<file path="src/design/fcct_pkg.sv">
package fcct_pkg;
  localparam int FCCT_NCH = 4;
  localparam int FCCT_W = 8;
  // register offsets on the wishbone bus (byte addresses)
  localparam logic [5:0] FCCT_OFF_CTRL0 = 6'h00;
  localparam logic [5:0] FCCT_OFF_TC0 = 6'h10;
  localparam logic [5:0] FCCT_OFF_CNT0 = 6'h20;
  localparam logic [5:0] FCCT_OFF_VEC = 6'h30;
  localparam logic [5:0] FCCT_OFF_IACK = 6'h34;
  localparam logic [5:0] FCCT_OFF_SNOOP = 6'h38;
  localparam logic [5:0] FCCT_OFF_STAT = 6'h3c;
  // control word fields
  localparam int FCCT_B_IE = 7;
  localparam int FCCT_B_TIMER = 6;
  localparam int FCCT_B_P256 = 5;
  localparam int FCCT_B_RISE = 4;
  localparam int FCCT_B_TRIG = 3;
  localparam int FCCT_B_TCF = 2;
  localparam int FCCT_B_RST = 1;
  localparam logic [7:0] FCCT_P16_MAX = 8'h0f;
  localparam logic [7:0] FCCT_P256_MAX = 8'hff;
  localparam logic [7:0] FCCT_RETURN_FROM_IRQ_OPCODE_B0 = 8'hed;
  localparam logic [7:0] FCCT_RETURN_FROM_IRQ_OPCODE_B1 = 8'h4d;
  localparam logic [7:0] FCCT_RST_VAL = 8'h00;

  typedef struct packed {
    logic [FCCT_NCH-1:0] zc;
    logic int_n;
    logic prio_out;
  } fcct_out_t;
endpackage

</file>
<file path="src/design/fcct_top.sv">
// Summary of operation
// four channels, each with 8-bit constant, control, down-counter, prescaler
// constant loads into down-counter at start and whenever it reaches zero
// constant 1..256 supported; zero written means 256 counts
// write after a control word with constant flag is the time constant
// counter mode decrements on each selected external edge
// timer mode decrements on each prescaler tick
// down-counter readable at any time without disturbing it
// prescaler runs only in timer mode, divide by 16 or 256
// channel idle after reset until control word and constant written
// software writes vector word before enabling interrupts
// enabled channel raises active-low request at zero count
// acknowledge returns vector of requesting channel
// data bus snooped for return-from-interrupt sequence
// fixed priority, channel 0 highest then 1, 2, 3
// priority in and out high, no pending: request line high
// request drives priority out low; accepted request releases line
// priority in low forces priority out low
// no new request while priority in is low
// priority in falling suspends service in progress
// reset stops all channels and clears interrupt enables
// two-bit channel select decodes the target channel
// return sequence is bytes ed then 4d
// zero count emits one-cycle high pulse on channel output
// pending held until serviced; next pending presented after return
// interrupt disabled: reload and pulse still, no request
module fcct_top (
  // clock and reset
  input wire logic clk_i,
  input wire logic sys_rst_i,
  // wishbone slave
  input wire logic wb_cyc_i,
  input wire logic wb_stb_i,
  input wire logic wb_we_i,
  input wire logic [5:0] wb_adr_i,
  input wire logic [3:0] wb_sel_i,
  input wire logic [31:0] wb_dat_i,
  output logic [31:0] wb_dat_o,
  output logic wb_ack_o,
  // channel pins
  input wire logic [fcct_pkg::FCCT_NCH-1:0] ext_edge_input_i,
  output logic [fcct_pkg::FCCT_NCH-1:0] zero_count_pulse_o,
  // daisy chain
  input wire logic priority_in_i,
  output logic priority_out_o,
  output logic int_n_o
);
  import fcct_pkg::*;

  typedef struct packed {
    logic [FCCT_NCH-1:0][7:0] ctrl;
    logic [FCCT_NCH-1:0][7:0] tc;
    logic [FCCT_NCH-1:0][7:0] cnt;
    logic [FCCT_NCH-1:0][7:0] pre;
    logic [FCCT_NCH-1:0] run;
    logic [FCCT_NCH-1:0] tc_got;
    logic [FCCT_NCH-1:0] tc_next;
    logic [FCCT_NCH-1:0] armed;
    logic [FCCT_NCH-1:0] edge_q;
    logic [FCCT_NCH-1:0] pend;
    logic [FCCT_NCH-1:0] srv;
    logic [7:0] vec;
    logic snoop_ed;
    logic [31:0] rdat;
    logic ack;
    fcct_out_t o;
  } fcct_state_t;

  fcct_state_t st, next_st;

  logic wr, rd;
  logic [1:0] ch_sel;
  logic [FCCT_NCH-1:0] any_srv_above;
  logic [FCCT_NCH-1:0] blocked;

  assign wr = wb_cyc_i && wb_stb_i && wb_we_i && !st.ack && wb_sel_i[0];
  assign rd = wb_cyc_i && wb_stb_i && !wb_we_i && !st.ack;
  assign ch_sel = wb_adr_i[3:2];

  // a channel may request only if no channel above it is pending and none at or above it is in service
  always_comb begin
    blocked[0] = 1'b0;
    for (int i = 1; i < FCCT_NCH; i++) begin
      blocked[i] = blocked[i-1] | st.srv[i-1] | st.pend[i-1];
    end
    any_srv_above = blocked;
  end

  always_comb begin
    logic edge_hit;
    logic tick;
    logic zero;
    logic ie;
    logic acked;
    logic [7:0] v;
    logic hi;
    logic [FCCT_NCH-1:0] pend_set;
    edge_hit = 1'b0;
    pend_set = '0;
    tick = 1'b0;
    zero = 1'b0;
    ie = 1'b0;
    acked = 1'b0;
    v = 8'h00;
    hi = 1'b0;
    next_st = st;
    next_st.ack = 1'b0;
    next_st.o.zc = '0;
    next_st.edge_q = ext_edge_input_i;

    for (int i = 0; i < FCCT_NCH; i++) begin
      ie = st.ctrl[i][FCCT_B_IE];
      edge_hit = st.ctrl[i][FCCT_B_RISE] ?
        (ext_edge_input_i[i] & ~st.edge_q[i]) :
        (~ext_edge_input_i[i] & st.edge_q[i]);
      tick = 1'b0;
      if (st.run[i] && st.ctrl[i][FCCT_B_TIMER]) begin

        if (!st.armed[i]) begin
          if (edge_hit) begin
            next_st.armed[i] = 1'b1;
          end
        end else if (st.pre[i] == (st.ctrl[i][FCCT_B_P256] ?
                     FCCT_P256_MAX : FCCT_P16_MAX)) begin
          next_st.pre[i] = 8'h00;
          tick = 1'b1;
        end else begin
          next_st.pre[i] = st.pre[i] + 8'h01;
        end
      end else if (st.run[i]) begin
        tick = edge_hit;
      end
      if (tick) begin
        zero = (st.cnt[i] == 8'h01);
        if (zero) begin
          next_st.cnt[i] = st.tc[i];
          next_st.o.zc[i] = 1'b1;
          if (ie) begin
            pend_set[i] = 1'b1;
          end
        end else begin
          next_st.cnt[i] = st.cnt[i] - 8'h01;
        end
      end
    end

    // register writes
    if (wr) begin
      if (wb_adr_i[5:4] == FCCT_OFF_CTRL0[5:4]) begin
        next_st.ctrl[ch_sel] = wb_dat_i[7:0];
        next_st.tc_next[ch_sel] = wb_dat_i[FCCT_B_TCF];
        if (wb_dat_i[FCCT_B_RST]) begin
          next_st.run[ch_sel] = 1'b0;
          next_st.tc_got[ch_sel] = 1'b0;
          next_st.armed[ch_sel] = 1'b0;
        end
        if (!wb_dat_i[FCCT_B_IE]) begin
          next_st.pend[ch_sel] = 1'b0;
        end
      end else if (wb_adr_i[5:4] == FCCT_OFF_TC0[5:4]) begin
        if (st.tc_next[ch_sel]) begin
          next_st.tc[ch_sel] = wb_dat_i[7:0];
          next_st.tc_next[ch_sel] = 1'b0;
          if (!st.run[ch_sel]) begin
            next_st.cnt[ch_sel] = wb_dat_i[7:0];
            next_st.pre[ch_sel] = 8'h00;
            next_st.tc_got[ch_sel] = 1'b1;
            next_st.run[ch_sel] = 1'b1;
            next_st.armed[ch_sel] = ~st.ctrl[ch_sel][FCCT_B_TRIG];
          end
        end
      end else if (wb_adr_i == FCCT_OFF_VEC) begin
        next_st.vec = {wb_dat_i[7:3], 3'b000};
      end else if (wb_adr_i == FCCT_OFF_SNOOP) begin

        if (st.snoop_ed && wb_dat_i[7:0] == FCCT_RETURN_FROM_IRQ_OPCODE_B1) begin
          hi = 1'b0;
          for (int i = 0; i < FCCT_NCH; i++) begin
            if (!hi && st.srv[i] && priority_in_i) begin
              next_st.srv[i] = 1'b0;
              hi = 1'b1;
            end
          end
        end
        next_st.snoop_ed = (wb_dat_i[7:0] == FCCT_RETURN_FROM_IRQ_OPCODE_B0);
      end
    end

    // reads
    next_st.rdat = 32'h0000_0000;
    if (rd) begin
      case (wb_adr_i[5:4])
        2'b00: next_st.rdat = {24'h0, st.ctrl[ch_sel]};
        2'b01: next_st.rdat = {24'h0, st.tc[ch_sel]};
        2'b10: next_st.rdat = {24'h0, st.cnt[ch_sel]};
        default: begin
          if (wb_adr_i == FCCT_OFF_VEC) begin
            next_st.rdat = {24'h0, st.vec};
          end else if (wb_adr_i == FCCT_OFF_IACK) begin

            acked = 1'b0;
            v = st.vec;
            if (priority_in_i) begin
              for (int i = 0; i < FCCT_NCH; i++) begin
                if (!acked && st.pend[i] && !any_srv_above[i]
                    && !st.srv[i]) begin
                  acked = 1'b1;
                  v = {st.vec[7:3], 2'(i), 1'b0};
                  next_st.pend[i] = 1'b0;
                  next_st.srv[i] = 1'b1;
                end
              end
            end
            next_st.rdat = {23'h0, acked, v};
          end else if (wb_adr_i == FCCT_OFF_STAT) begin
            next_st.rdat = {16'h0, st.srv, st.pend, st.run, st.tc_got};
          end
        end
      endcase
    end
    next_st.ack = (wb_cyc_i && wb_stb_i && !st.ack);
    // a zero count in the same cycle as an acknowledge keeps its request
    next_st.pend = next_st.pend | pend_set;

    // daisy chain outputs; request held off while priority in low
    next_st.o.int_n = !((|(st.pend & ~any_srv_above & ~st.srv))
                        && priority_in_i && !(|st.srv));
    next_st.o.prio_out = priority_in_i && !(|st.srv)
                         && !(|st.pend);

    if (sys_rst_i) begin
      next_st = '0;
      next_st.o.int_n = 1'b1;
      next_st.vec = FCCT_RST_VAL;
      // start from the pin level so no false edge follows reset
      next_st.edge_q = ext_edge_input_i;
    end
  end

  always_ff @(posedge clk_i) begin
    st <= next_st;
  end

  assign wb_dat_o = st.rdat;
  assign wb_ack_o = st.ack;
  assign zero_count_pulse_o = st.o.zc;
  assign priority_out_o = st.o.prio_out;
  assign int_n_o = st.o.int_n;

  a_prio_block: assert property (@(posedge clk_i) disable iff (sys_rst_i)
    !priority_in_i |=> !priority_out_o)
    else $error("priority out high while priority in low");
  a_no_req_low: assert property (@(posedge clk_i) disable iff (sys_rst_i)
    !priority_in_i |=> int_n_o)
    else $error("request raised while priority in low");
  a_req_blocks: assert property (@(posedge clk_i) disable iff (sys_rst_i)
    !int_n_o |-> !priority_out_o)
    else $error("request without priority out low");
  a_zc_pulse: assert property (@(posedge clk_i) disable iff (sys_rst_i)
    zero_count_pulse_o[0] |=> !zero_count_pulse_o[0])
    else $error("zero count pulse longer than one cycle");
  a_reload_tc: assert property (@(posedge clk_i) disable iff (sys_rst_i)
    $rose(zero_count_pulse_o[0]) |-> st.cnt[0] == st.tc[0])
    else $error("counter not reloaded at zero");
  a_idle_reset: assert property (@(posedge clk_i)
    sys_rst_i |=> st.run == '0 && int_n_o)
    else $error("channel running after reset");
  a_ack_one: assert property (@(posedge clk_i) disable iff (sys_rst_i)
    wb_ack_o |=> !wb_ack_o) // bus ack lasts one cycle
    else $error("ack held two cycles");
  a_idle_run: assert property (@(posedge clk_i) disable iff (sys_rst_i)
    !st.run[0] |=> !zero_count_pulse_o[0])
    else $error("idle channel pulsed");
endmodule

</file>
<file path="config.mk">
export PLATFORM = sky130hd
export DESIGN_NAME = fcct_top
export DESIGN_NICKNAME = d
export VERILOG_FILES = /design/src/design/fcct_pkg.sv /design/src/design/fcct_top.sv
export SDC_FILE = /design/constraint.sdc
export NUM_CORES = 1
export LEC_CHECK = 0
export BUFFER_PORTS_ARGS = -buffer_cell sky130_fd_sc_hd__buf_2
export CAP_MARGIN = 20
export CORE_UTILIZATION = 40
export CTS_CLUSTER_DIAMETER = 60
export CTS_CLUSTER_SIZE = 28
export DETAILED_ROUTE_END_ITERATION = 10
export RECOVER_POWER = 25
export SETUP_SLACK_MARGIN = 0.02
export SLEW_MARGIN = 20
export SYNTH_ARGS = -nofsm -noshare
export SYNTH_HDL_FRONTEND = slang
export SYNTH_SLANG_ARGS = --single-unit
export TNS_END_PERCENT = 1
</file>
<file path="constraint.sdc">
create_clock -name clk_i -period 4.88 [get_ports clk_i]
set_input_delay 0.732 -clock clk_i [delete_from_list [all_inputs] [get_ports clk_i]]
set_output_delay 0.732 -clock clk_i [all_outputs]
set_load 0.005 [all_outputs]
</file>
Word level (Yosys, flattened, before mapping) --
Index checks and enable logic that the tools add are counted.
Operators by class: add/subtract/negate cells 8, $lt $le $gt $ge 2, equality and inequality tests 18, multiplexer cells 177, bitwise logic cells 45, reduce and logical (&&, ||, !) cells 70
Operator list (count):
- $mux W8 | 35
- $mux W80 | 3
- $mux W1 | 106
- $bwmux W32 | 3
- $mux W72 | 1
- $mux W16 | 4
- $mux W64 | 1
- $bmux W8 S2 | 3
- $pmux W16 S3 | 1
- $logic_and A1 B1 Y1 | 34
- $add A8 B1 Y8 const B | 4
- $and A32 B32 Y32 | 1
- $eq A8 B1 Y1 const B | 4
- $eq A8 B8 Y1 | 4
- $not A32 Y32 | 1
- $sub A8 B1 Y8 const B | 4
- $and A4 B4 Y4 | 7
- $mux W4 | 7
- $mux W13 | 2
- $eq A6 B6 Y1 const B | 4
- $logic_not A1 Y1 | 18
- $mux W17 | 1
- $not A1 Y1 | 17
- $demux W8 S2 | 1
- other kinds (25) | 54
Word-level totals: flip-flop bits (word level) 201, bits of input ports 52, output and inout bits 39, word-level logic and storage cells 353

Longest topological paths before layout --
depth after elaboration 45, depth in mapped cells 8, depth with buffers taken out 7

Worst setup path before layout --
Ideal clock, no wire load.
path type input to register, start point input wb_adr_i[2], end point register st, in the netlist wb_dat_o[1], library setup time 128 ps, arrival 2289 ps, data required time 4752 ps, setup slack 2463 ps, stages on the path 8, buffers on the path 3, cell sequence buf_2 > buf_4 > buf_2 > mux4_2 > a21oi_1 > a31oi_1 > a31oi_1 > nor2_1
On the way: word-level cells in the longest chain between the ends 5, elaborated cells between the ends (all ways) 13, classes of those cells 3 x eq/ne; 10 x mux
RTL lines:
- start: declaration | RTL line fcct_top.sv:35 | input wire logic [5:0] wb_adr_i,
- $eq A6 B6 Y1 | RTL line fcct_top.sv:215 | end else if (wb_adr_i == FCCT_OFF_STAT) begin
- $mux W16 | RTL line fcct_top.sv:215
- $mux W16 | RTL line fcct_top.sv:199 | end else if (wb_adr_i == FCCT_OFF_IACK) begin
- $mux W16 | RTL line fcct_top.sv:197 | if (wb_adr_i == FCCT_OFF_VEC) begin
- $pmux W16 S3 * | RTL line fcct_top.sv:192 | case (wb_adr_i[5:4])
- end signal: assignment | RTL line fcct_top.sv:241 | st <= next_st;
- end: declaration | RTL line fcct_top.sv:69 | fcct_state_t st, next_st;
Every way passes the cells marked *; elsewhere a longest branch is shown, timed or not. The select of a mux whose other input is x is not followed. A chain may end at the register's enable or synchronous reset.

Final worst setup path --
start point input wb_adr_i[5], end point register st[190] (netlist bit)
On the way: word-level cells in the longest chain between the ends 2
RTL lines:
- $logic_not A2 Y1 | RTL line fcct_top.sv:149 | if (wb_adr_i[5:4] == FCCT_OFF_CTRL0[5:4]) begin
- $reduce_and A2 Y1 (no line)
No other way between the ends.

==> results.sh <==
export IMPL_status="complete, but fails checks"
export IMPL_violations="capacitance limit, slew limit"
export IMPL_pwr_share_clk_pct=46.9
export IMPL_setup_tns_ns=0
export IMPL_core_um2=24400
export IMPL_grt_overflow=0
export IMPL_synthTopCellsByArea="dfxtp_1, mux2i_1, mux4_2"
export IMPL_htree_levels=4
export IMPL_dp_cells=1434
export IMPL_power_mw=3.13
export IMPL_die_w_um=160
export IMPL_cp_end_kind="flip-flop"
export IMPL_ant_nets=0
export IMPL_drt_first_iter_violations=1010
export IMPL_clk_pin_slew_worst_paths_ns=0.08
export IMPL_antenna_diode_count=0
export IMPL_io_pins=91
export IMPL_syn_cell_area_um2=9990
export IMPL_yosys_area_top_type_share_pct=37.1
export IMPL_synth_edf_count=0
export IMPL_worst_setup_path_type="input pin to flip-flop"
export IMPL_ys_warn_count=0
export IMPL_finClkSkew_ns=0.0121
export IMPL_post_synth_top_count_cell="dfxtp_1"
export IMPL_intPower_mw=2.26
export IMPL_die_area_um2=25600
export IMPL_ctsHoldBuffers=0
export IMPL_grt_pass1_vias=7816
export IMPL_fin_cells=1466
export IMPL_clock_latency_ns=0.44
export IMPL_cts_made_buffers=17
export IMPL_crit_fanout=20
export IMPL_maxCapViolations=2
export IMPL_cts_sinks=185
export IMPL_drc_errors=0
export IMPL_cp_arrival_ns=3.90
export IMPL_synth_area_per_cell_um2=8.73
export IMPL_setup_violations=0
export IMPL_ys_seq_area_share_pct=37.1
export IMPL_p_leak_nw=3.82
export IMPL_grt_total_usage_pct=23.4
export IMPL_rsz0062_at_grt="no"
export IMPL_yosys_area_top_type="dfxtp_1"
export IMPL_vias_per_cell=5.91
export IMPL_fmax_mhz=277
export IMPL_synth_cell_types=86
export IMPL_worstPathCellList="clkbuf_1 > or2_0 > nor3_1 > mux2i_1 > nor2_1"
export IMPL_period_minus_slack_ns=3.61
export IMPL_cts_tree="yes"
export IMPL_fillers=2435
export IMPL_synth_seq_cells=185
export IMPL_netSwitchingFraction_pct=27.6
export IMPL_start_kind="input pin"
export IMPL_antenna_found_initial=0
export IMPL_grt_max_degree=76
export IMPL_cpMaxStageDelayCell="nor3_1"
export IMPL_final_max_slew_viol_count=18
export IMPL_worst_slew_pin_slew_ns=1.92
export IMPL_routabilityCongestion=0.952
export IMPL_num_rows=57
export IMPL_io_buffer_count=47
export IMPL_p_sw_uw=863
export IMPL_pwr_share_comb_pct=4.7
export IMPL_die_y_um=160
export IMPL_wl_mm=29.7
export IMPL_firstDrtPassIters=5
export IMPL_nets=1193
export IMPL_start_util_pct=40.9
export IMPL_final_core_util_pct=44.3
export IMPL_syn_to_final_growth_pct=8.31
export IMPL_p_per_area_nw_per_um2=289
export IMPL_synthCells=1144
export IMPL_fin_crit_sh_pct=73.9
export IMPL_maxSlewHeadroom_pct=-29.0
export IMPL_synth_common_cells="dfxtp_1, nor2_1, nand2_1"
export IMPL_hpwl_mm=20.8
export IMPL_required_ns=5.18
export IMPL_wl_per_cell_um=20.3
export IMPL_synthArstFlopShare_pct=0
export IMPL_vias=8658
export IMPL_cts_buffer_depth=2
export IMPL_hold_viol=0
export IMPL_synth_ff_type="dfxtp_1"
export IMPL_p_seq_share_pct=48.4
export IMPL_drive_gt1_share_pct=11.5
export IMPL_cts_resized=0
export IMPL_clk_root_buffer_cell="clkbuf_16"
export IMPL_post_cts_buffers=0
export IMPL_cp_slowest_stage_delay_ns=1.67
export IMPL_vdd_drop_max_mv=0.228
export IMPL_hp_class="input pin to flip-flop"
export IMPL_grt_pass1_wl_mm=46.4
-- flip-flops by register name, summed over array words and instances, names as in the netlist --
register	count
st	162
int_n_o	1
zero_count_pulse_o	4
wb_ack_o	1
priority_out_o	1
wb_dat_o	16
-- cell usage in the layout (no fill, tap or decap), types with 6 or more instances in the layout --
master,n
nand4_1,14
mux4_2,25
xor2_1,13
buf_2,35
xnor2_1,8
o22ai_1,13
mux2i_1,72
nor3_1,38
nor2b_1,15
o21ai_0,40
nor3b_1,11
dfxtp_1,185
clkbuf_1,12
and2_1,11
ha_1,12
and3_1,16
or4_1,6
conb_1,16
nand2_1,90
a31oi_1,16
nand3b_1,6
inv_1,28
buf_4,9
a211oi_1,26
o211ai_1,10
nand2b_1,12
clkbuf_16,17
nand3_1,36
a21oi_1,77
nor2_1,134
or3_1,7
-- path summary, 6_finish.rpt --
| check | startpoint | cells after the start | to | slack [ns] |
|---|---|---|---|---|
| worst min-delay path | ext_edge_input_i[3] | 1 | st[59] | 0.43 |
| worst max register to register | wb_ack_o | 5 | st[131] | 1.46 |
| worst min register to register | st[68] | 2 | st[68] | 0.48 |
| worst max-delay path | wb_adr_i[5] | 5 | st[190] | 1.27 |
-- area by class of cell --
| cell class | count | area (um^2) | share of cell area, % |
|---|---|---|---|
| Inverter | 30 | 113 | 1.04 |
| Sequential cell | 185 | 3700 | 34.2 |
| Tap cell | 324 | 405 | 3.75 |
| Multi-Input combinational cell | 839 | 5670 | 52.4 |
| Timing Repair Buffer | 56 | 288 | 2.66 |
| Clock inverter | 15 | 209 | 1.93 |
| Clock buffer | 17 | 425 | 3.93 |
-- kinds of logic (layout without fill, tap and decap cells) --
family / Yosys count / after routing / share of synthesized area, %
xor gates and xnor gates: 21 / 21 / 1.84
and+or+nand+nor: 432 / 432 / 22.2
DFF: 185 / 185 / 37.1
other: 1 / 16 / 0.0375
muxes: 102 / 102 / 13.6
adders and majority gates: 12 / 12 / 1.50
AOI/OAI and AO/OA: 256 / 256 / 17.1
buffers and inverters: 135 / 118 / 6.68
-- power by group through the flow --
stage	clock (mW)	combinational, mW	sequential, mW
2_1_floorplan	0	0.105	1.55
3_3_place_gp	0	0.147	1.55
3_5_place_dp	0	0.147	1.55
4_1_cts	1.49	0.147	1.51
5_1_grt	1.54	0.158	1.51
6_report	1.46	0.148	1.51
-- critical path, delay by kind of cell --
kind / cells / cell delay, ns
buf+inv: 1 / 0.36
mux: 1 / 0.30
simple gates: 3 / 2.49
-- metal layers --
metal | up-vias | GRT usage (%) | routed length [um]
met5 | - | 0 | 0
met4 | 0 | 7.62 | 705
met1 | 4148 | 32.5 | 13300
li1 | 4081 | - | -
met3 | 54 | 5.09 | 2500
met2 | 375 | 35.9 | 13200
-- per-stage QoR --
step	setup slack [ns]	hold slack (ns)	area (um^2)
after detailed placement	1.60	0.459	10200
after global placement	1.61	0.452	10200
after floorplan	2.46	0.432	10000
after global routing	1.16	0.419	10800
after CTS	1.93	0.396	10800
final	1.27	0.428	10800
No activity file was read; power rests on OpenSTA's default activity.
